<file path="config.mk">
export PLATFORM = sky130hd
export DESIGN_NAME = ecr_ctrl
export DESIGN_NICKNAME = d
export VERILOG_FILES = /design/src/hw/ecr_array.v /design/src/hw/ecr_ctrl.v
export VERILOG_INCLUDE_DIRS = /design/src /design/src/hw
export SDC_FILE = /design/constraint.sdc
export NUM_CORES = 1
export LEC_CHECK = 0
export BUFFER_PORTS_ARGS = -buffer_cell sky130_fd_sc_hd__clkbuf_2
export CAP_MARGIN = 20
export CORE_ASPECT_RATIO = 1.5
export CORE_UTILIZATION = 40
export DETAILED_ROUTE_END_ITERATION = 10
export GPL_TIMING_DRIVEN = 0
export PLACE_DENSITY_LB_ADDON = 0.25
export SETUP_SLACK_MARGIN = 0.4
export SLEW_MARGIN = 30
export SYNTH_ARGS = -nofsm -noshare
export SYNTH_HDL_FRONTEND = slang
export SYNTH_SLANG_ARGS = --single-unit
</file>
<file path="constraint.sdc">
create_clock -name i_core_clk -period 3.6 [get_ports i_core_clk]
set_clock_uncertainty 0.05 [all_clocks]
set_input_delay 0.72 -clock i_core_clk [delete_from_list [all_inputs] [get_ports i_core_clk]]
set_output_delay 0.72 -clock i_core_clk [all_outputs]
set_load 0.05 [all_outputs]
</file>
<file path="src/hw/ecr_defines.vh">
// Constants of the store control and readback block
`ifndef ECR_DEFINES_VH
`define ECR_DEFINES_VH

// Register pointer values
`define ECR_A_CTL      8'h31
`define ECR_A_LCRC     8'h32
`define ECR_A_MADR     8'h33
`define ECR_A_DAT      8'h34
`define ECR_A_KEY      8'h38
`define ECR_KEY_VAL    8'hbe

// Control field positions
`define ECR_B_COPY     6
`define ECR_B_AUTO     4
`define ECR_B_LOAD     3
`define ECR_B_ERASE    1
`define ECR_B_PROG     0
`define ECR_AUTO_RST   1'b1

// Store geometry: byte 31 holds the stored checksum
`define ECR_AW         5
`define ECR_DEPTH      32
`define ECR_CRC_IDX    5'h1f
`define ECR_ERASED     8'hff
`define ECR_CNT_MAX    8'hff
`define ECR_CRC_POLY   8'h07

// Timing
`define ECR_CYCLE_MS   115
`define ECR_CLK_KHZ    20000
`define ECR_TMR_W      22

`endif

</file>
<file path="src/hw/ecr_array.v">
// Nonvolatile byte array with erase, byte program and cycle counter
`timescale 1ns/1ps
`default_nettype none
`include "ecr_defines.vh"
module ecr_array (
  // Clock
  input  wire                    i_core_clk,
  // Write side
  input  wire                    i_erase,
  input  wire                    i_we,
  input  wire [`ECR_AW-1:0]      i_waddr,
  input  wire [7:0]              i_wdata,
  input  wire                    i_count_inc,
  // Read side
  input  wire [`ECR_AW-1:0]      i_raddr,
  output wire [7:0]              o_rdata,
  output wire [7:0]              o_count
);
  // Cells hold no reset: contents must survive a system reset
  reg [7:0] cell_ff [0:`ECR_DEPTH-1];
  reg [7:0] count_ff;
  integer   k;

  // Blank part at power-up
  initial begin
    for (k = 0; k < `ECR_DEPTH; k = k + 1) begin
      cell_ff[k] = `ECR_ERASED;
    end
    count_ff = 8'h00;
  end

  genvar g;
  generate
    for (g = 0; g < `ECR_DEPTH; g = g + 1) begin : g_cell
      always @(posedge i_core_clk) begin
        if (i_erase) begin
          cell_ff[g] <= `ECR_ERASED;
        end else if (i_we && (i_waddr == g)) begin
          cell_ff[g] <= i_wdata;
        end
      end
    end
  endgenerate

  always @(posedge i_core_clk) begin
    if (i_count_inc && (count_ff != `ECR_CNT_MAX)) begin
      count_ff <= count_ff + 8'h01;
    end
  end

  assign o_rdata = cell_ff[i_raddr];
  assign o_count = count_ff;
endmodule // ecr_array
`default_nettype wire

</file>
<file path="src/hw/ecr_ctrl.v">
// Store control, commit walks, erase/program timing and data readback
`timescale 1ns/1ps
`default_nettype none
`include "ecr_defines.vh"
module ecr_ctrl #(
  parameter [`ECR_TMR_W-1:0] P_CYCLE_CYC = `ECR_CYCLE_MS * `ECR_CLK_KHZ
) (
  // Clock and reset
  input  wire        i_core_clk,
  input  wire        i_sys_rst,
  // Serial register access from the bus engine
  input  wire        i_ptr_wr,
  input  wire [7:0]  i_ptr_val,
  input  wire        i_reg_wr,
  input  wire [7:0]  i_reg_wdata,
  input  wire        i_reg_rd,
  input  wire        i_xact_end,
  output wire [7:0]  o_reg_rdata,
  // Device register file port
  output wire [4:0]  o_cfg_addr,
  output wire        o_cfg_we,
  output wire [7:0]  o_cfg_wdata,
  input  wire [7:0]  i_cfg_rdata,
  // Status
  output wire        o_store_busy,
  output wire        o_load_active,
  output wire [7:0]  o_cycle_count
);
  localparam [2:0] ST_IDLE  = 3'h0;
  localparam [2:0] ST_LOAD  = 3'h1;
  localparam [2:0] ST_COPY  = 3'h2;
  localparam [2:0] ST_ERASE = 3'h3;
  localparam [2:0] ST_PROG  = 3'h4;
  localparam [2:0] ST_PWAIT = 3'h5;
  localparam [`ECR_TMR_W-1:0] L_TMR_END = P_CYCLE_CYC - 22'h1;

  function [7:0] crc8_step;
    input [7:0] crc;
    input [7:0] data;
    reg   [7:0] c;
    integer     b;
    begin
      c = crc ^ data;
      for (b = 0; b < 8; b = b + 1) begin
        c = c[7] ? ((c << 1) ^ `ECR_CRC_POLY) : (c << 1);
      end
      crc8_step = c;
    end
  endfunction

  reg [2:0]            st_ff;
  reg [`ECR_AW-1:0]    idx_ff;
  reg [7:0]            crc_ff;
  reg [`ECR_TMR_W-1:0] tmr_ff;
  reg                  both_ff;
  reg [7:0]            ptr_ff;
  reg                  lock_ff;
  reg [`ECR_AW-1:0]    iaddr_ff;
  reg [6:0]            madr_ff;
  reg                  auto_ff;
  reg                  crcerr_ff;
  reg                  key_seen_ff;
  reg                  armed_ff;
  reg [7:0]            rdata_ff;
  reg [7:0]            lcrc_ff;
  reg [4:0]            cfg_addr_ff;
  reg                  cfg_we_ff;
  reg [7:0]            cfg_wdata_ff;
  reg [7:0]            sram [0:`ECR_DEPTH-1];

  wire                 busy    = (st_ff == ST_ERASE) || (st_ff == ST_PROG) || (st_ff == ST_PWAIT);
  wire                 sel_dat = (ptr_ff == `ECR_A_DAT);
  wire                 dat_acc = sel_dat && (i_reg_rd || i_reg_wr);
  wire                 ctl_wr  = i_reg_wr && (ptr_ff == `ECR_A_CTL);
  wire                 tmr_end = (tmr_ff == L_TMR_END);
  wire                 last    = (idx_ff == `ECR_CRC_IDX);
  // Lower five bits only address the array
  wire [`ECR_AW-1:0]   rd_addr = lock_ff ? (iaddr_ff + 5'h1) : madr_ff[4:0];
  wire [`ECR_AW-1:0]   arr_raddr = (st_ff == ST_LOAD) ? idx_ff : rd_addr;
  wire [7:0]           arr_rdata;
  wire                 arr_we    = (st_ff == ST_PROG);
  // Checksum byte replaced by the computed value when enabled
  wire [7:0]           arr_wdata = (last && auto_ff) ? crc_ff : sram[idx_ff];
  wire                 erase_go  = ctl_wr && (st_ff == ST_IDLE) && armed_ff && i_reg_wdata[`ECR_B_ERASE];
  wire                 cnt_inc   = tmr_end && (((st_ff == ST_ERASE) && !both_ff) || (st_ff == ST_PWAIT));

  ecr_array u_array (
    .i_core_clk  (i_core_clk),
    .i_erase     (erase_go),
    .i_we        (arr_we),
    .i_waddr     (idx_ff),
    .i_wdata     (arr_wdata),
    .i_count_inc (cnt_inc),
    .i_raddr     (arr_raddr),
    .o_rdata     (arr_rdata),
    .o_count     (o_cycle_count)
  );

  // Commit, erase and program sequencer; starts with a load out of reset
  always @(posedge i_core_clk or posedge i_sys_rst) begin
    if (i_sys_rst) begin
      st_ff        <= ST_LOAD;
      idx_ff       <= 5'h00;
      crc_ff       <= 8'h00;
      tmr_ff       <= 22'h000000;
      both_ff      <= 1'b0;
      crcerr_ff    <= 1'b0;
      lcrc_ff      <= 8'h00;
      cfg_addr_ff  <= 5'h00;
      cfg_we_ff    <= 1'b0;
      cfg_wdata_ff <= 8'h00;
    end else begin
      cfg_we_ff <= 1'b0;
      case (st_ff)
        ST_IDLE: begin
          idx_ff      <= 5'h00;
          crc_ff      <= 8'h00;
          tmr_ff      <= 22'h000000;
          cfg_addr_ff <= 5'h00;
          // Commands are refused unless the sequencer is idle
          if (ctl_wr) begin
            if (armed_ff && i_reg_wdata[`ECR_B_ERASE]) begin
              both_ff <= i_reg_wdata[`ECR_B_PROG];
              st_ff   <= ST_ERASE;
            end else if (armed_ff && i_reg_wdata[`ECR_B_PROG]) begin
              both_ff <= 1'b0;
              st_ff   <= ST_PROG;
            end else if (i_reg_wdata[`ECR_B_LOAD]) begin
              st_ff <= ST_LOAD;
            end else if (i_reg_wdata[`ECR_B_COPY]) begin
              st_ff <= ST_COPY;
            end
          end
        end
        ST_LOAD: begin
          cfg_addr_ff  <= idx_ff;
          cfg_wdata_ff <= arr_rdata;
          cfg_we_ff    <= !last;
          idx_ff       <= idx_ff + 5'h1;
          if (last) begin
            crcerr_ff <= (arr_rdata != crc_ff);
            lcrc_ff   <= crc_ff;
            st_ff     <= ST_IDLE;
          end else begin
            crc_ff <= crc8_step(crc_ff, arr_rdata);
          end
        end
        ST_COPY: begin
          // The checksum slot has no register behind it
          cfg_addr_ff <= cfg_addr_ff + 5'h1;
          if (cfg_addr_ff == (`ECR_CRC_IDX - 5'h1)) begin
            st_ff <= ST_IDLE;
          end
        end
        ST_ERASE: begin
          tmr_ff <= tmr_ff + 22'h1;
          if (tmr_end) begin
            tmr_ff <= 22'h000000;
            st_ff  <= both_ff ? ST_PROG : ST_IDLE;
          end
        end
        ST_PROG: begin
          idx_ff <= idx_ff + 5'h1;
          if (last) begin
            lcrc_ff <= crc_ff;
            st_ff   <= ST_PWAIT;
          end else begin
            crc_ff <= crc8_step(crc_ff, sram[idx_ff]);
          end
        end
        ST_PWAIT: begin
          tmr_ff <= tmr_ff + 22'h1;
          if (tmr_end) begin
            both_ff <= 1'b0;
            st_ff   <= ST_IDLE;
          end
        end
        default: begin
          st_ff <= ST_IDLE;
        end
      endcase
    end
  end

  // Register image buffer; no reset, as the store array itself
  always @(posedge i_core_clk) begin
    if (st_ff == ST_COPY) begin
      sram[cfg_addr_ff] <= i_cfg_rdata;
    end
  end

  // Host-visible registers, pointer and unlock tracking
  always @(posedge i_core_clk or posedge i_sys_rst) begin
    if (i_sys_rst) begin
      ptr_ff      <= 8'h00;
      lock_ff     <= 1'b0;
      iaddr_ff    <= 5'h00;
      madr_ff     <= 7'h00;
      auto_ff     <= `ECR_AUTO_RST;
      key_seen_ff <= 1'b0;
      armed_ff    <= 1'b0;
      rdata_ff    <= 8'h00;
    end else begin
      if (i_ptr_wr) begin
        ptr_ff <= i_ptr_val;
      end else if ((i_reg_rd || i_reg_wr) && !sel_dat) begin
        ptr_ff <= ptr_ff + 8'h01;
      end

      if (i_reg_wr && (ptr_ff == `ECR_A_MADR)) begin
        madr_ff <= i_reg_wdata[6:0];
      end
      if (ctl_wr) begin
        auto_ff <= i_reg_wdata[`ECR_B_AUTO];
      end

      // Any register read or write after the key write spoils the unlock; pointer writes do not
      if (i_reg_wr && (ptr_ff == `ECR_A_KEY)) begin
        key_seen_ff <= (i_reg_wdata == `ECR_KEY_VAL);
      end else if (i_reg_rd || i_reg_wr) begin
        key_seen_ff <= 1'b0;
      end

      if (i_reg_rd) begin
        case (ptr_ff)
          `ECR_A_CTL:  rdata_ff <= {1'b0, (st_ff == ST_COPY), crcerr_ff, auto_ff,
                                    (st_ff == ST_LOAD), busy, 2'b00};
          `ECR_A_LCRC: rdata_ff <= lcrc_ff;
          `ECR_A_MADR: rdata_ff <= {1'b0, madr_ff};
          `ECR_A_DAT:  rdata_ff <= busy ? 8'h00 : arr_rdata;
          default:     rdata_ff <= 8'h00;
        endcase
      end

      if (dat_acc && (!lock_ff || (i_reg_rd && !busy))) begin
        iaddr_ff <= rd_addr;
      end
      if (dat_acc) begin
        lock_ff <= 1'b1;
      end

      if (i_xact_end) begin
        lock_ff     <= 1'b0;
        key_seen_ff <= 1'b0;
        // Key write in the same cycle as the end still counts
        armed_ff    <= (i_reg_wr && (ptr_ff == `ECR_A_KEY)) ?
                       (i_reg_wdata == `ECR_KEY_VAL) : key_seen_ff;
      end
    end
  end

  assign o_reg_rdata   = rdata_ff;
  assign o_cfg_addr    = cfg_addr_ff;
  assign o_cfg_we      = cfg_we_ff;
  assign o_cfg_wdata   = cfg_wdata_ff;
  assign o_store_busy  = busy;
  // Host must hold off register reads while this is high
  assign o_load_active = (st_ff == ST_LOAD);
endmodule // ecr_ctrl
`default_nettype wire

</file>
==> results of run 1 <==
[layer usage]
metal  wire, µm  up-vias  global-route usage  part of all wire
met5          0        -                   0                 0
met4       7490        0               0.189             0.083
met3       5820      321              0.0429             0.065
met2      46200      932               0.455              0.51
met1      30300     9645               0.270              0.34
li1           -     8288                   -                 -
[metrics by stage]
step	instance area, µm²	cells	total power [µW]
global placement	29200	3081	9120
floorplan	27800	2130	8640
global route	34200	3282	16800
finish	34200	3282	16400
CTS	32800	3242	16200
detailed placement	29400	3094	9150
[final cells by class]
cell class	count	area [µm²]
tap	892	1120
sequential	614	18000
fill	5809	33900
clock inverter	32	472
buffer	135	1330
multi-input combinational	1342	10200
inverter	39	158
timing repair buffer	151	1250
clock buffer	77	1640
[final timing paths]
| path | startpoint | end | slack, ns |
|---|---|---|---|
| hold reg to reg | o_cfg_wdata[7] | o_cfg_wdata[7] | 0.44 |
| max in group asynchronous | i_sys_rst | tmr_ff[6] | 2.41 |
| setup / recovery | iaddr_ff[0] | crc_ff[3] | -0.37 |
| min in group i_core_clk | i_ptr_val[3] | ptr_ff[3] | 0.24 |
| hold / removal | i_sys_rst | o_cfg_wdata[7] | 0.11 |
| setup reg to reg | iaddr_ff[0] | crc_ff[3] | -0.37 |
[cell families after synthesis]
family | after synthesis | share of synthesized area
AOI/OAI and AO/OA | 268 | 0.0643
xor gates and xnor gates | 79 | 0.0264
adders and majority gates | 22 | 0.00978
buffers and inverters | 174 | 0.0285
DFF | 614 | 0.650
muxes | 135 | 0.0907
and+or+nand+nor | 838 | 0.130
[power breakdown]
part	internal (µW)	switching (µW)
sequential	7700	39.1
combinational	822	1070
clock	4000	2800
total	12500	3910
[worst max-delay path, cell delays in order (launching register included)]
cell and delay, ns:
dfrtp_2 0.45, ha_4 0.26, mux2i_4 0.28, a21o_1 0.31, buf_4 0.29, nand2_1 0.12, a311oi_4 0.46, a311oi_2 0.10
a311oi_4 0.45, a31oi_4 0.12, xor2_2 0.19, buf_4 0.16, buf_4 0.15, xnor2_2 0.13, xnor2_1 0.19, o221ai_1 0.12
[cells in the final DEF, fill, tap and decap left out, types with 22 or more instances in the layout]
master     count
buf_12        22
clkbuf_16     65
edfxtp_1     520
nand3_1       71
dfrtp_1       88
buf_4         78
inv_1         35
a21oi_1       55
xor2_1        24
nor2_1        85
mux4_2        90
o21ai_2       25
nor2_2        35
clkbuf_1      36
nand2_1      492
buf_6         40
xnor2_1       37
o21ai_0       43
clkbuf_2      68
nand4_1       30
[what timing repair did]
item / CTS / global route
buffers inserted: 38 / 36
pin swaps: 31 / 47
gates resized for setup: 245 / 281
gates cloned: 1 / 4
endpoints found under the setup margin: 560 / 774
==> results.py, run 1 <==
metrics = {
    "outcome": {
        "status": "complete, but fails checks",
        "violations": "negative setup slack",
    },
    "critical_path": {
        "startpoint_type": "register",
        "worstSetupPathType": "register to register",
        "worstSetupEndpointType": "register",
        "r2r_cells": 15,
        "cp.required_ns": 4.07,
        "cp_data_arrival_time_ns": 4.44,
        "critPathMaxFanout": 10,
    },
    "timing": {
        "post-route-period-util": 1.10,
        "fmax_mhz": 252,
        "tightest_slew_ns": 0.975,
        "rsz0062_at_grt": "true",
        "hold_slack_ns": 0.108,
        "period_minus_slack_ns": 3.97,
        "drv_slew": 0,
        "setup_viol_count_final": 11,
        "fin_ws_ns": -0.366,
        "slew_headroom": 0.350,
        "tns_ns": -2.07,
        "hold_violations": 0,
    },
    "clock_network": {
        "cts.sinks": 614,
        "clockRootBuffer": "clkbuf_16",
        "clock_path_buffers": 3,
        "cts-buffers-inserted": 59,
        "ctsHoldBuffers": 0,
        "clk_latency_ns": 0.65,
        "cts_tree": "built",
        "path_clk_slew_ns": 0.07,
        "h-tree-depth": 2,
    },
    "global_route": {
        "grt_pass1_wl_um": 129000,
        "antenna_found_initial": 0,
        "grt_max_degree": 33,
        "overflow": 0,
        "globalRouteTotalUtil": 0.255,
        "grt_pass1_vias": 19500,
    },
    "floorplanning": {
        "initial_utilization": 0.406,
        "fp.dieW_um": 217,
        "coreArea_um2": 68100,
        "pin_count": 62,
        "die_area_um2": 70200,
        "rows": 117,
        "die-height_um": 324,
    },
    "cells_and_area": {
        "reg.largest.list": "sram: 256 flops, u_array.cell_ff: 256 flops, tmr_ff: 22 flops",
        "area_growth_pct": 23.6,
        "final_layout_size_suffix_gt1_frac": 0.285,
        "fin_nets": 2392,
        "diodes": 0,
        "utilization": 0.502,
    },
    "place": {
        "io_buffers": 59,
        "hpwl_um": 63600,
        "pre_cts_ws_ns": -1.63,
        "gp_congestion": 1.03,
    },
    "logic_synthesis": {
        "synth_seq_cells": 614,
        "ys.flop_type": "edfxtp_1",
        "yosysTopAreaCell": "edfxtp_1",
        "synthesis.nets": 2180,
        "synthTopCellsByArea": "edfxtp_1, dfrtp_1, mux4_2",
        "synth_area_per_cell_um2": 13.0,
        "synth.top_cell.area_share": 0.565,
        "syn_area_um2": 27600,
        "yosys_warnings": 0,
        "synth_edf_count": 520,
        "synth_common_cells": "edfxtp_1, nand2_1, nor2_1",
        "synth.distinct_cells": 81,
        "synth_async_sr_flop_share": 0.153,
        "synth_cells": 2130,
        "ys_seq_area_frac": 0.650,
        "synth_most_common_cell": "edfxtp_1",
    },
    "detailed_routing": {
        "drc": 0,
        "dr.pass1.iters": 6,
        "avgViaCountPerCell": 5.85,
        "wl_per_cell_um": 27.4,
        "drt_iter0_markers": 1963,
        "finalWirelength_um": 89800,
        "vias": 19200,
        "ant_nets": 0,
    },
    "hold_path": {
        "hp-class": "input pin to asynchronous set/reset pin",
    },
    "power": {
        "leakagePower_uw": 0.0114,
        "max-vdd-ir-drop_mv": 0.509,
        "power_density_nw_per_um2": 481,
    },
    "flow_run": {
        "cap_viol_max_count": 0,
    },
}
Note: power is estimated with default switching activity, not from simulation.
==> inputs of run 2 (changes only) <==
- SETUP_SLACK_MARGIN: 0.4 -> 0.3
==> run 2 against run 1 <==
  * Critical endpoint unchanged
  * Critical path type unchanged
  * Sequential share of layout area about the same
  * Wire length up 0.31%
  * Highest routed layer unchanged
  * The flow still finishes with violations (negative setup slack)
  * Cell count up 0.55%
==> results.py, run 2 (synthesis gave the netlist of run 1 again) <==
metrics = {
    "cells_and_area": {
        "final_common_cell": "edfxtp_1",
        "final_layout_size_suffix_gt1_frac": 0.292,
        "fillerInstances": 5842,
        "area_growth_pct": 23.5,
        "fin_nets": 2410,
        "multi_input_area_um2": 10300,
        "ff_latch_area_um2": 18000,
        "reg.largest.list": "sram: 256 flops, u_array.cell_ff: 256 flops, tmr_ff: 22 flops",
        "final_cell_mix": "edfxtp_1, nand2_1, nor2_1",
        "diodes": 0,
    },
    "critical_path": {
        "worstSetupPathType": "register to register",
        "startpoint_type": "register",
        "critPathMaxFanout": 7,
        "r2r-start": "st_ff[0]",
        "worstSetupEndpointType": "register",
        "cp.required_ns": 4.07,
        "cp_data_arrival_time_ns": 4.40,
        "crit_path_start": "st_ff[0]",
    },
    "detailed_routing": {
        "wl_per_cell_um": 27.3,
        "finalWirelength_um": 90100,
        "vias": 19300,
        "drc": 0,
        "ant_nets": 0,
        "drt_iter0_markers": 1988,
        "avgViaCountPerCell": 5.84,
        "dr.pass1.iters": 6,
    },
    "global_route": {
        "antenna_found_initial": 0,
        "grt_pass1_vias": 19200,
        "overflow": 0,
        "grt_pass1_wl_um": 129000,
        "grt_max_degree": 67,
        "globalRouteTotalUtil": 0.255,
    },
    "power": {
        "max-vdd-ir-drop_mv": 0.428,
        "leakagePower_uw": 0.0113,
        "power_density_nw_per_um2": 464,
        "combPwrFrac": 0.121,
        "power_switching_share": 0.250,
        "clkPwrFrac": 0.390,
        "internal_power_uw": 11900,
        "p_sw_uw": 3970,
        "p_seq_frac": 0.488,
    },
    "timing": {
        "rsz0062_at_grt": "true",
        "drv_slew": 0,
        "tightest_slew_ns": 1.17,
        "setup_viol_count_final": 10,
        "post-route-period-util": 1.09,
        "hold_violations": 0,
        "hold_slack_ns": 0.236,
        "period_minus_slack_ns": 3.93,
        "fin_ws_ns": -0.331,
        "slew_headroom": 0.217,
        "fmax_mhz": 254,
    },
    "clock_network": {
        "clk_latency_ns": 0.66,
        "cts.sinks": 614,
        "clock_path_buffers": 3,
        "path_clk_slew_ns": 0.07,
        "h-tree-depth": 2,
        "cts_tree": "built",
        "clockRootBuffer": "clkbuf_16",
        "cts-buffers-inserted": 59,
    },
    "floorplanning": {
        "rows": 117,
        "fp.dieW_um": 217,
        "pin_count": 62,
        "die_area_um2": 70200,
        "coreArea_um2": 68100,
        "initial_utilization": 0.406,
        "die-height_um": 324,
    },
    "place": {
        "pre_cts_ws_ns": -1.48,
        "gp_congestion": 0.964,
        "hpwl_um": 63200,
        "io_buffers": 59,
    },
    "hold_path": {
        "worstHoldStart": "i_ptr_val[0]",
        "hp-class": "input pin to register",
    },
    "outcome": {
        "violations": "negative setup slack",
        "status": "complete, but fails checks",
    },
    "flow_run": {
        "cap_viol_max_count": 0,
    },
}
[run 2: cell count changes in the layout (fill, tap and decap cells not counted), moves of 7 or more]
cell and change:
buf_4 +11, nor2_2 -14, a21oi_1 -8, a21oi_2 +8
nand3_1 -12, nand3_2 +11, nand2_1 -7, nor2_1 +11
bufinv_16 -8
[run 2: final cells by class]
class	instances	share of cell area
multi-input combinational	1342	0.302
tap	892	0.0327
inverter	39	0.00466
clock buffer	74	0.0458
timing repair buffer	169	0.0401
clock inverter	35	0.00920
buffer	135	0.0393
sequential	614	0.527
[run 2: path summary, 6_finish.rpt]
path	endpoint	slack, ns	cells after the start
setup / recovery	crc_ff[3]	-0.33	15
hold / removal	ptr_ff[0]	0.24	3
setup reg to reg	crc_ff[3]	-0.33	15
hold reg to reg	o_cfg_wdata[0]	0.43	2
max in group asynchronous	tmr_ff[21]	2.31	4
min in group asynchronous	ptr_ff[6]	0.52	3
[run 2: power by group through the flow]
stage                     Combinational, µW  Sequential (µW)  Clock (µW)
after floorplan                         758             7870           0
after global placement                 1220             7880           0
after detailed placement               1250             7890           0
after CTS                              1580             7740        6240
after global routing                   1990             7740        6470
final                                  1920             7740        6180
[run 2: worst max-delay path: stages (launching register included)]
cell and delay [ns]:
dfstp_2 0.54, or3b_4 0.38, buf_8 0.16, a21oi_4 0.14
buf_12 0.14, buf_12 0.14, buf_8 0.12, mux4_2 0.56
nand3_2 0.15, a41oi_2 0.16, a31oi_4 0.29, xor2_2 0.21
ha_2 0.31, xnor2_2 0.17, xnor2_1 0.14, o221ai_1 0.12
[run 2: what timing repair did]
item,4_1_cts,5_1_grt
resized for setup,303,232
gates cloned,1,2
hold buffers,1,0
buffers inserted,49,47
pin swaps,29,56
endpoints found under the setup margin,551,382
hold endpoints to repair,28,0
[run 2: routing by layer]
metal,track usage,part of all wire
met5,0,0
met4,0.172,0.078
met3,0.0310,0.061
met2,0.457,0.52
met1,0.282,0.34
[run 2: per-stage QoR]
step,instance area [µm²],power (µW),utilization,instances,TNS [ns]
floorplan,27800,8630,-,2130,0
finish,34100,15800,0.501,3300,-1.64
global placement,29200,9110,0.429,3081,-345.38
CTS,32800,15600,0.481,3251,-2.73
global route,34100,16200,0.501,3300,-2.67
detailed placement,29300,9130,0.430,3091,-240.39
